[src/gsr_pkg.sv]
// constants shared by the gated serial shift register design
// What this block does
// - eight stages, serial in, all stages out
// - clear input acts without waiting for clock
// - any gate input low loads zero
// - one gate high, other decides first stage
// - apart from clear, stages change only on rising clock edge
package gsr_pkg;
	// ----------------------------------------------------------
	// widths
	// ----------------------------------------------------------
	localparam int GSR_STAGES = 8;
	localparam int GSR_SYNC_W = 3;
	// ----------------------------------------------------------
	// bit positions inside the synchroniser bundle
	// ----------------------------------------------------------
	localparam int GSR_BIT_CLK = 0;
	localparam int GSR_BIT_A = 1;
	localparam int GSR_BIT_B = 2;
	// ----------------------------------------------------------
	// stage positions and reset values
	// ----------------------------------------------------------
	localparam int GSR_FIRST = 0;
	localparam int GSR_LAST = GSR_STAGES - 1;
	localparam logic [GSR_STAGES-1:0] GSR_CLEAR_VAL = 8'h00;
	localparam logic [GSR_SYNC_W-1:0] GSR_SYNC_RST = 3'h0;
	localparam logic GSR_BIT_RST = 1'h0;
	localparam logic GSR_LOW = 1'h0;
endpackage

[src/gsr_sync.sv]
// two flip-flop synchroniser for the shift clock and gate pin inputs (clear pin is not synchronised)
`timescale 1ns/1ps
module gsr_sync (
	// clock and reset
	input wire logic ref_clk,
	input wire logic reset_n,
	// pins in
	input wire logic [gsr_pkg::GSR_SYNC_W-1:0] pin_in,
	// synchronised out
	output logic [gsr_pkg::GSR_SYNC_W-1:0] sync_out
);
	import gsr_pkg::*;

	// ----------------------------------------------------------
	// two stage chain
	// ----------------------------------------------------------
	logic [GSR_SYNC_W-1:0] meta_r;
	logic [GSR_SYNC_W-1:0] meta_nxt;
	logic [GSR_SYNC_W-1:0] sync_r;
	logic [GSR_SYNC_W-1:0] sync_nxt;

	always_comb begin
		meta_nxt = pin_in;
		// first stage is read only by the second
		sync_nxt = meta_r;
	end

	always_ff @(posedge ref_clk or negedge reset_n) begin
		if (!reset_n) begin
			meta_r <= GSR_SYNC_RST;
			sync_r <= GSR_SYNC_RST;
		end else begin
			meta_r <= meta_nxt;
			sync_r <= sync_nxt;
		end
	end

	assign sync_out = sync_r;
endmodule // gsr_sync

[src/gsr_shift_reg.sv]
// gated serial-in parallel-out shift register, top level
`timescale 1ns/1ps
module gsr_shift_reg (
	// clock and reset
	input wire logic ref_clk,
	input wire logic reset_n,
	// shift clock and clear pins
	input wire logic shift_clk,
	input wire logic clear_n,
	// gated serial inputs
	input wire logic ser_a,
	input wire logic ser_b,
	// parallel outputs
	output logic [gsr_pkg::GSR_STAGES-1:0] par_out
);
	import gsr_pkg::*;

	// ----------------------------------------------------------
	// pin synchronisation
	// ----------------------------------------------------------
	logic [GSR_SYNC_W-1:0] pins_w;
	logic [GSR_SYNC_W-1:0] sync_w;
	logic clk_s;
	logic a_s;
	logic b_s;

	assign pins_w[GSR_BIT_CLK] = shift_clk;
	assign pins_w[GSR_BIT_A] = ser_a;
	assign pins_w[GSR_BIT_B] = ser_b;

	gsr_sync gsr_sync_inst (
		.ref_clk(ref_clk),
		.reset_n(reset_n),
		.pin_in(pins_w),
		.sync_out(sync_w)
	);

	assign clk_s = sync_w[GSR_BIT_CLK];
	assign a_s = sync_w[GSR_BIT_A];
	assign b_s = sync_w[GSR_BIT_B];

	// ----------------------------------------------------------
	// shift clock edge detection
	// ----------------------------------------------------------
	logic clk_prev_r;
	logic clk_prev_nxt;
	logic rise_w;

	always_comb begin
		clk_prev_nxt = clk_s;
	end

	always_ff @(posedge ref_clk or negedge reset_n) begin
		if (!reset_n) begin
			clk_prev_r <= GSR_BIT_RST;
		end else begin
			clk_prev_r <= clk_prev_nxt;
		end
	end

	// only the low-to-high transition advances the stages
	assign rise_w = clk_s & ~clk_prev_r;

	// ----------------------------------------------------------
	// gated serial data
	// ----------------------------------------------------------
	logic ser_in_w;

	// gates are looked at only on the detected rise, so changes while
	// the clock is high do not reach the stages
	// a low on either gate yields zero, otherwise the other gate decides
	assign ser_in_w = a_s & b_s;

	// ----------------------------------------------------------
	// shift stages
	// ----------------------------------------------------------
	logic [GSR_STAGES-1:0] stage_r;
	logic [GSR_STAGES-1:0] stage_nxt;
	logic clr_n_w;

	// clear acts straight on the stage flops, independent of any edge
	assign clr_n_w = reset_n & clear_n;

	wire logic [GSR_STAGES-1:0] feed_w;

	// what each stage takes on a detected rise
	genvar gi;
	generate
		for (gi = GSR_FIRST; gi < GSR_STAGES; gi++) begin : g_stage
			if (gi == GSR_FIRST) begin : g_head
				assign feed_w[gi] = ser_in_w;
			end else begin : g_body
				// each later stage takes the old value of the one before
				assign feed_w[gi] = stage_r[gi-1];
			end
		end
	endgenerate

	always_comb begin
		stage_nxt = rise_w ? feed_w : stage_r;
	end

	always_ff @(posedge ref_clk or negedge clr_n_w) begin
		if (!clr_n_w) begin
			stage_r <= GSR_CLEAR_VAL;
		end else begin
			stage_r <= stage_nxt;
		end
	end

	assign par_out = stage_r;

	// ----------------------------------------------------------
	// assertions
	// ----------------------------------------------------------
	property p_clear_low;
		@(posedge ref_clk) disable iff (!reset_n)
		(!clear_n) |-> (par_out == GSR_CLEAR_VAL);
	endproperty
	a_clear_low: assert property (p_clear_low) else $error("outputs not low while clear held");

	property p_gate_low_zero;
		@(posedge ref_clk) disable iff (!reset_n)
		(rise_w && !(a_s && b_s)) |=> (par_out[GSR_FIRST] == GSR_LOW);
	endproperty
	a_gate_low_zero: assert property (p_gate_low_zero) else $error("first stage not zero after gated low");

	property p_gate_pass;
		@(posedge ref_clk) disable iff (!reset_n)
		(rise_w && a_s && clear_n) |=> (!clear_n || (par_out[GSR_FIRST] == $past(b_s)));
	endproperty
	a_gate_pass: assert property (p_gate_pass) else $error("first stage not taken from enabled gate");

	property p_hold_no_edge;
		@(posedge ref_clk) disable iff (!reset_n)
		(!rise_w && clear_n) |=> (!clear_n || $stable(par_out));
	endproperty
	a_hold_no_edge: assert property (p_hold_no_edge) else $error("stages changed without rising edge");

	property p_shift_on;
		@(posedge ref_clk) disable iff (!reset_n)
		(rise_w && clear_n) |=> (!clear_n || (par_out[GSR_LAST:GSR_FIRST+1] == $past(par_out[GSR_LAST-1:GSR_FIRST])));
	endproperty
	a_shift_on: assert property (p_shift_on) else $error("stages did not pass along on edge");

	property p_one_walks;
		@(posedge ref_clk) disable iff (!reset_n)
		(rise_w && a_s && b_s && clear_n) ##1 (clear_n && !rise_w)[*3] ##1 (rise_w && clear_n)
		|=> (!clear_n || par_out[GSR_FIRST+1]);
	endproperty
	a_one_walks: assert property (p_one_walks) else $error("entered one did not reach second stage");

	// ----------------------------------------------------------
	// gate and stage checks
	// ----------------------------------------------------------
	property p_gate_b_pass;
		@(posedge ref_clk) disable iff (!reset_n)
		(rise_w && b_s && clear_n) |=> (!clear_n || (par_out[GSR_FIRST] == $past(a_s)));
	endproperty
	a_gate_b_pass: assert property (p_gate_b_pass) else $error("first stage not taken from gate a");

	property p_both_high_one;
		@(posedge ref_clk) disable iff (!reset_n)
		(rise_w && a_s && b_s && clear_n) |=> (!clear_n || par_out[GSR_FIRST]);
	endproperty
	a_both_high_one: assert property (p_both_high_one) else $error("first stage not one");

	property p_gate_a_low;
		@(posedge ref_clk) disable iff (!reset_n)
		(rise_w && !a_s) |=> (par_out[GSR_FIRST] == GSR_LOW);
	endproperty
	a_gate_a_low: assert property (p_gate_a_low) else $error("gate a low did not block entry");

	property p_last_stage;
		@(posedge ref_clk) disable iff (!reset_n)
		(rise_w && clear_n) |=> (!clear_n || (par_out[GSR_LAST] == $past(par_out[GSR_LAST-1])));
	endproperty
	a_last_stage: assert property (p_last_stage) else $error("last stage not taken from the one before");

	property p_zero_walks;
		@(posedge ref_clk) disable iff (!reset_n)
		(rise_w && !(a_s && b_s) && clear_n) ##1 (clear_n && !rise_w)[*3] ##1 (rise_w && clear_n)
		|=> (!clear_n || !par_out[GSR_FIRST+1]);
	endproperty
	a_zero_walks: assert property (p_zero_walks) else $error("blocked zero did not reach second stage");

	// ----------------------------------------------------------
	// edge and clear checks
	// ----------------------------------------------------------
	property p_fall_ignored;
		@(posedge ref_clk) disable iff (!reset_n)
		(clk_prev_r && !clk_s && clear_n) |=> (!clear_n || $stable(par_out));
	endproperty
	a_fall_ignored: assert property (p_fall_ignored) else $error("stages moved on falling shift clock");

	property p_high_hold;
		@(posedge ref_clk) disable iff (!reset_n)
		(clk_prev_r && clk_s && clear_n) |=> (!clear_n || $stable(par_out));
	endproperty
	a_high_hold: assert property (p_high_hold) else $error("stages moved while shift clock high");

	property p_clear_release;
		@(posedge ref_clk) disable iff (!reset_n)
		$rose(clear_n) |-> (par_out == GSR_CLEAR_VAL);
	endproperty
	a_clear_release: assert property (p_clear_release) else $error("outputs not low as clear ends");

	// ----------------------------------------------------------
	// pin sampling checks
	// ----------------------------------------------------------
	// two flops of latency keep metastable values away from the stages
	property p_sync_clk;
		@(posedge ref_clk) disable iff (!reset_n)
		clk_s == $past(shift_clk, 2);
	endproperty
	a_sync_clk: assert property (p_sync_clk) else $error("shift clock not seen two edges later");

	property p_sync_a;
		@(posedge ref_clk) disable iff (!reset_n)
		a_s == $past(ser_a, 2);
	endproperty
	a_sync_a: assert property (p_sync_a) else $error("gate a not seen two edges later");

	property p_sync_b;
		@(posedge ref_clk) disable iff (!reset_n)
		b_s == $past(ser_b, 2);
	endproperty
	a_sync_b: assert property (p_sync_b) else $error("gate b not seen two edges later");
endmodule // gsr_shift_reg

[config.mk]
export PLATFORM = sky130hd
export DESIGN_NAME = gsr_shift_reg
export DESIGN_NICKNAME = d
export VERILOG_FILES = /design/src/gsr_pkg.sv /design/src/gsr_sync.sv /design/src/gsr_shift_reg.sv
export SDC_FILE = /design/constraint.sdc
export NUM_CORES = 1
export LEC_CHECK = 0
export BUFFER_PORTS_ARGS = -buffer_cell sky130_fd_sc_hd__clkbuf_2
export CAP_MARGIN = 40
export CORE_UTILIZATION = 25
export CTS_BUF_LIST = sky130_fd_sc_hd__clkbuf_2 sky130_fd_sc_hd__clkbuf_4 sky130_fd_sc_hd__clkbuf_8
export CTS_CLUSTER_DIAMETER = 120
export DETAILED_ROUTE_END_ITERATION = 12
export GPL_TIMING_DRIVEN = 1
export SLEW_MARGIN = 20
export SYNTH_ARGS = -nofsm -noshare
export SYNTH_HDL_FRONTEND = slang
export SYNTH_SLANG_ARGS = --single-unit
export TNS_END_PERCENT = 20
[constraint.sdc]
create_clock -name ref_clk -period 2.75 [get_ports ref_clk]
set_input_delay 0.275 -clock ref_clk [delete_from_list [all_inputs] [get_ports ref_clk]]
set_output_delay 0.275 -clock ref_clk [all_outputs]
set_load 0.005 [all_outputs]
; ---- After elaboration in Yosys (flattened, before gate mapping)
; Index checks and enable logic that the tools add are counted.
[classes]
bitwise = 4
[ops]
columns = op, count
row1 = AND 1 bit, 3
row2 = NOT 1 bit, 1
[word_totals]
ff_bits = 15
elab_cells = 8
input_bits = 6

; ---- Logic depth before layout (Yosys ltp)
; Gate-level depths: netlist (run 1).
[depth]
depth_word = 2
mapped_depth = 3

; ---- Cells and area by module
; Synthesis (run 1) repeated with hierarchy kept, for this count alone.
[hier_totals]
hier_cells = 28
area_unflattened_um2 = 529.3
[by_module_without_submodules]
columns = module, cells_each, seq_area_each_um2, area_each_um2, instances
row1 = gsr_shift_reg, 22, 225.2, 379.1, 1
row2 = gsr_sync, 6, 150.1, 150.1, 1

; ---- Least setup slack after synthesis (run 1)
; OpenSTA, ideal clock, no wires.
[synth_path]
path_kind = register to register
startpoint = register clk_prev_r
endpoint = register stage_r[1], in the netlist par_out[1]
setup_time_ps = 125
t_required_ps = 2625
slack_ps = 1712
stages_incl_launch_ff = 4
t_arrival_ps = 913
period_less_slack_ps = 1038
cell_sequence = dfrtp_1 > nor2b_4 > buf_6 > mux2_4
[synth_via]
elab_chain_len = 2
[synth_lines]
columns = item, line
row1 = "start, declared", gsr_shift_reg.sv:45  ; logic clk_prev_r;
row2 = "start signal, assigned", gsr_shift_reg.sv:57  ; clk_prev_r <= clk_prev_nxt;
row3 = NOT 1 bit, gsr_shift_reg.sv:62  ; assign rise_w = clk_s & ~clk_prev_r;
row4 = AND 1 bit, gsr_shift_reg.sv:62
row5 = "end signal, assigned", gsr_shift_reg.sv:107  ; stage_r <= stage_nxt;
row6 = "end, declared", gsr_shift_reg.sv:77  ; logic [GSR_STAGES-1:0] stage_r;
; Every way passes these cells.
; A chain may end at the register's enable or synchronous reset.

; ---- Final worst setup path (run 1)
[layout_path]
startpoint = register clk_prev_r
endpoint = register stage_r[6], in the netlist par_out[6]
; Same word-level chain as after synthesis.

==> flow_summary.yaml, run 1 <==
worst_setup_path:
  path_delay_family: "flip-flops"
  r2r_setup_slack_ns: 1.61
  r2r_end: "par_out[6]"
  worstPathCellList: "nor2b_4 -> mux2_4"
  r2r_start: "clk_prev_r"
  cp_max_fo: 8
  crit_buf_inv: 0
  crit_slowest_cell: "dfrtp_1"
  slowest_delay_ns: 0.40
  cp-end-kind: "flop"
  crit_arrival_ns: 1.30
  critPathKind: "flop to flop"
  reg2regPathDepth: 2
  required_ns: 2.91
  cp-start-kind: "flop"
sta:
  finalCriticalPeriod_ns: 1.14
  skew_ns: 0.00338
  setup_viol: 0
  worst_pin_slew_ns: 0.387
  timing_hold_violations_final: 0
  rsz0062_at_grt: "no"
  finalCritPeriodShare_pct: 41.3
  slew_headroom_pct: 74.2
  fmax_ghz: 0.881
  setup_tns_ns: 0
  drv_slew: 0
worst_hold_path:
  hp-class: "input port to flop"
  hold_start: "ser_b"
  whs_endpoint: "gsr_sync_inst.meta_r[2]"
  hold_depth: 1
cells_and_area:
  nets: 53
  diodes: 0
  final_common_cell: "dfrtp_1"
  final_cell_mix: "dfrtp_1 (15), clkbuf_2 (13), mux2_4 (7)"
  utilization_pct: 33.6
  area.growth.synth_to_final_pct: 26.0
  postLayoutCellArea_um2: 667
  drive_gt1_share_pct: 54.3
route:
  met2_length_um: 295
  routed-wl-met3_um: 47
  wl_met1_um: 393
  dr.first_iter.drc_count: 0
  vias: 272
  viasPerCell: 3.73
  dr.pass1.iters: 1
  remaining_drc_errors: 0
  ant_nets: 0
  highest_layer: "met3"
  wl_um: 735
  wl_per_cell_um: 10.1
clock_network:
  root_buffer: "clkbuf_4"
  clk_path_buf_depth: 2
  cts.sinks: 15
  clk-insertion-delay-late_ns: 0.27
  postCtsSetupBuffers: 0
  htree_levels: 1
  hold_buffers: 2
  cts_tree: "yes"
  cts_resized: 0
  clkTransAtPathRegs_ns: 0.08
  cts_made_buffers: 3
synthesis:
  syn_area_um2: 529
  yosysSeqAreaShare_pct: 70.9
  syn_nets: 34
  synth_cell_types: 8
  syn_area_per_cell_um2: 18.9
  ys_warn_count: 0
  syn_inst: 28
  ys_seq_elements: 15
placed_design:
  routabilityCongestion: 0.666
  io_buffers: 13
  dpl_cell_area_um2: 617
global_routing:
  grt_antenna_before_repair: 0
  grt_pass1_vias: 246
  grt_usage_pct: 7.48
  grt_max_degree: 9
  grt-ovfl-total: 0
  grt_pass1_wl_um: 1060
floorplanning:
  ioPinCount: 14
  core_um2: 1980
  initial_core_util_pct: 26.7
  die_area_um2: 2300
  die_x_um: 48.0
  fp-row-count: 16
  die-height_um: 48.0
job:
  drv_cap: 0
power:
  p_sw_uw: 130
  clkPwrFrac_pct: 23.7
  power_leakage_nw: 0.340
  power.density_nw_per_um2: 813
  p_sw_share_pct: 24.0
  p_seq_share_pct: 54.9
  pwr-share-comb_pct: 21.4
  vdd_ir_drop_max_mv: 0.391
  p_int_uw: 412
run_status:
  outcome: "finished, final reports clean"
## how the worst max path moves through the flow
| stage | endpoint | cells after the start | start | slack [ns] |
|---|---|---|---|---|
| 3_5_place_dp | par_out[4] | 2 | clk_prev_r | 1.60 |
| 4_1_cts | par_out[6] | 2 | clk_prev_r | 1.61 |
| 2_1_floorplan | par_out[1] | 3 | clk_prev_r | 1.71 |
| 5_1_grt | par_out[6] | 2 | clk_prev_r | 1.59 |
| 3_3_place_gp | par_out[5] | 2 | clk_prev_r | 1.64 |
| 6_report | par_out[6] | 2 | clk_prev_r | 1.61 |
## flip-flops by register name (all words and copies together) (netlist names)
name	cells
par_out	8
gsr_sync_inst.meta_r	3
clk_prev_r	1
gsr_sync_inst.sync_out	3
## power by group through the flow
stage,clock network (mW),logic (mW),registers (mW)
final,0.129,0.116,0.298
after global routing,0.150,0.132,0.304
after CTS,0.136,0.118,0.299
after detailed placement,0,0.116,0.303
after global placement,0,0.114,0.302
after floorplan,0,0.0649,0.300
## area by class of cell
class                           count  area (µm²)
Sequential cell                    15         375
Multi-Input combinational cell     11         139
Inverter                            1        3.75
Fill cell                         197        1320
Clock buffer                        4        30.0
Tap cell                           27        33.8
Timing Repair Buffer               15        85.1
## cell families (layout without fill, tap and decap cells)
| logic type | Yosys count | count (layout) | share of synthesized area [%] |
|---|---|---|---|
| buf+inv | 2 | 20 | 2.84 |
| flops | 15 | 15 | 70.9 |
| mux | 8 | 8 | 21.7 |
| simple gates | 3 | 3 | 4.49 |
## Yosys cell counts (all sizes together)
| cell type | instances | share of area [%] |
|---|---|---|
| buf | 1 | 2.1 |
| nor2b | 1 | 2.6 |
| nand2 | 1 | 0.71 |
| inv | 1 | 0.71 |
| mux2i | 1 | 1.9 |
| and2 | 1 | 1.2 |
| dfrtp | 15 | 71 |
| mux2 | 7 | 20 |
## layer usage
metal  vias up  GRT usage, %
li1        126             -
met1       133          8.62
met2        13          10.3
met3         0          6.79
met4         0          1.67
met5         -             0
## per-stage QoR
stage / power [mW] / instances / hold slack [ns] / setup slack [ns]
finish: 0.542 / 73 / 0.105 / 1.61
global route: 0.586 / 73 / 0.0779 / 1.59
CTS: 0.553 / 73 / 0.0939 / 1.61
detailed placement: 0.419 / 67 / 0.123 / 1.60
global placement: 0.417 / 67 / 0.116 / 1.64
floorplan: 0.365 / 28 / -0.0206 / 1.71
Note: power is estimated with default switching activity, not from simulation.
==> run 2, diff against run 1 <==
--- a/config.mk
+++ b/config.mk
@@ -5,6 +5,7 @@
 export SDC_FILE = /design/constraint.sdc
 export NUM_CORES = 1
 export LEC_CHECK = 0
+export ABC_AREA = 1
 export BUFFER_PORTS_ARGS = -buffer_cell sky130_fd_sc_hd__clkbuf_2
 export CAP_MARGIN = 40
 export CORE_UTILIZATION = 25
==> constraint.sdc (replaced) <==
create_clock -name ref_clk -period 1.1 [get_ports ref_clk]
set_input_delay 0.11 -clock ref_clk [delete_from_list [all_inputs] [get_ports ref_clk]]
set_output_delay 0.11 -clock ref_clk [all_outputs]
set_load 0.005 [all_outputs]
==> run 2 against run 1 <==
Synthesized area shrank 0.24%; power is 110% higher; critical path type is now flop to primary output; synthesized cell count rose by 71%; final cell count grew 32%; first-iteration DRC count up 4; worst hold slack improved by 0.095 ns; cell area increased by 4.3%; register-to-register slack got worse by 1.4 ns; clock skew decreased by 0.0016 ns; setup slack got worse by 1.4 ns; sequential power up 120%; largest cell class unchanged.
==> flow_summary.yaml, run 2 <==
placed_design:
  dpl_cell_area_um2: 616
  io_buffers: 13
  dpl.hpwl_um: 574
  routabilityCongestion: 0.769
worst_hold_path:
  hp-class: "input port to async pin"
synthesis:
  synth_common_cells: "nand2_1 (18), dfrtp_1 (15), nand3_1 (7)"
  syn_nets: 54
  ys_warn_count: 0
  synth_edf_count: 0
  synth_cell_types: 9
  yosysMostFrequentCell: "nand2_1"
  syn_inst: 48
  yosysSeqAreaShare_pct: 71.1
  syn_area_um2: 528
  synthAdderAreaFrac_pct: 0
  synth.area.top_cells: "dfrtp_1 (71%), nand2_1 (13%), nand3_1 (6.6%)"
  synthSimpleGateAreaFrac_pct: 23.9
  synth.mux.area_fraction_pct: 0
  ys_seq_elements: 15
  syn_area_per_cell_um2: 11.0
  synth_top_area_cell: "dfrtp_1"
  ys.flop_type: "dfrtp_1"
  synth.top_cell.area_share_pct: 71.1
  synthXorXnorAreaFrac_pct: 0
  synth_top_family_by_area: "simple AND/OR/NAND/NOR gates"
  postSynth.asyncResetShare_pct: 100
  synth_compound_area_share_pct: 0
worst_setup_path:
  worstPathCellList: "clkbuf_2"
  path_delay_family: "flip-flops"
  crit_arrival_ns: 0.81
  cp-start-kind: "flop"
  slowest_delay_ns: 0.41
  cp_max_fo: 3
  crit_buf_inv: 1
  path_depth: 1
  crit_slowest_cell: "dfrtp_1"
  reg2regPathDepth: 3
  critPathKind: "flop to primary output"
  cp-end-kind: "primary output"
  required_ns: 0.99
cells_and_area:
  postLayoutCellArea_um2: 696
  area.growth.synth_to_final_pct: 31.8
  regArea_um2: 375
  utilization_pct: 35.1
  drive_gt1_share_pct: 31.9
  n_fill_cell: 211
  nets: 76
  multi_input_area_um2: 126
  largest_reg_flops: 8
  final_common_cell: "nand2_1"
  final_cell_mix: "nand2_1 (18), dfrtp_1 (15), clkbuf_2 (13)"
  diodes: 0
sta:
  timing_hold_violations_final: 0
  worst_pin_slew_ns: 0.334
  setup_viol: 0
  finalCriticalPeriod_ns: 0.923
  rsz0062_at_grt: "no"
  fmax_ghz: 1.08
  skew_ns: 0.00176
  slew_headroom_pct: 77.7
  drv_slew: 0
  setup_tns_ns: 0
  finalCritPeriodShare_pct: 83.9
route:
  dr.first_iter.drc_count: 4
  remaining_drc_errors: 0
  wl_um: 762
  viasPerCell: 3.84
  ant_nets: 0
  dr.pass1.iters: 3
  vias: 369
  wl_per_cell_um: 7.94
job:
  drv_cap: 0
clock_network:
  cts_tree: "yes"
  clk_path_buf_depth: 2
  clkTransAtPathRegs_ns: 0.08
  clk-insertion-delay-late_ns: 0.28
  cts_made_buffers: 3
  postCtsSetupBuffers: 0
  root_buffer: "clkbuf_4"
  cts_resized: 0
  htree_levels: 1
  cts.sinks: 15
global_routing:
  grt_usage_pct: 8.65
  grt_pass1_vias: 318
  grt_pass1_wl_um: 1270
  grt_use_met3_pct: 5.66
  busiest_layer: "met2"
  use_met2_pct: 11.1
  grt_max_degree: 11
  grtUsageMet1_pct: 10.7
  grt_antenna_before_repair: 0
  grt-ovfl-total: 0
floorplanning:
  die_x_um: 48.0
  ioPinCount: 14
  fp-row-count: 16
  die-height_um: 48.0
  die_area_um2: 2300
  initial_core_util_pct: 26.6
  core_um2: 1980
power:
  power.density_nw_per_um2: 1610
  vdd_ir_drop_max_mv: 0.732
  power_leakage_nw: 0.389
run_status:
  outcome: "finished, final reports clean"
==> run 2: path summary, 6_finish.rpt <==
path / start / end / slack [ns]
setup / recovery: par_out[0] / par_out[0] / 0.18
min in group ref_clk: gsr_sync_inst.meta_r[2] / gsr_sync_inst.sync_out[2] / 0.35
hold reg to reg: gsr_sync_inst.meta_r[2] / gsr_sync_inst.sync_out[2] / 0.35
setup reg to reg: gsr_sync_inst.sync_out[0] / par_out[1] / 0.20
hold / removal: reset_n / gsr_sync_inst.meta_r[2] / 0.20
max in group asynchronous: reset_n / par_out[3] / 0.39
==> run 2: kinds of logic after synthesis <==
family,count (synthesis)
simple gates,28
buf+inv,5
flops,15
==> run 2: per-layer routing <==
layer	wire length [µm]	vias to the layer above
met2	317	14
met4	14	0
met5	0	-
met3	58	5
li1	-	192
met1	371	158
==> run 2: area by class of cell <==
| cell class | count | share of cell area (%) |
|---|---|---|
| repair buffers | 18 | 16.5 |
| flip-flops and latches | 15 | 54.0 |
| clock buffers | 4 | 4.32 |
| multi-input cells | 28 | 18.2 |
| well taps | 27 | 4.86 |
| inverters | 4 | 2.16 |
==> run 2: what timing repair did <==
item | in CTS | in global routing
hold buffers | 5 | 0
setup endpoints to repair | 0 | 0
hold endpoints to repair | 18 | 0
==> run 2: worst register-to-register path, delay by kind of cell, from the launching register on <==
kind          cells  cell delay [ns]
flops             1             0.54
simple gates      3             0.26
==> run 2: stage by stage <==
step | total power, mW | setup WS [ns] | hold WS (ns) | instances
after floorplan | 0.729 | 0.313 | -0.186 | 48
after global placement | 0.802 | 0.216 | -0.0465 | 87
after detailed placement | 0.802 | 0.205 | -0.0414 | 87
after CTS | 1.14 | 0.165 | 0.193 | 96
after global routing | 1.20 | 0.108 | 0.189 | 96
final | 1.12 | 0.177 | 0.200 | 96
==> run 2: where the power goes <==
part	switching (mW)	internal [mW]	leakage [nW]
clock	0.157	0.165	0.0184
sequential	0.0464	0.612	0.189
combinational	0.0691	0.0737	0.182
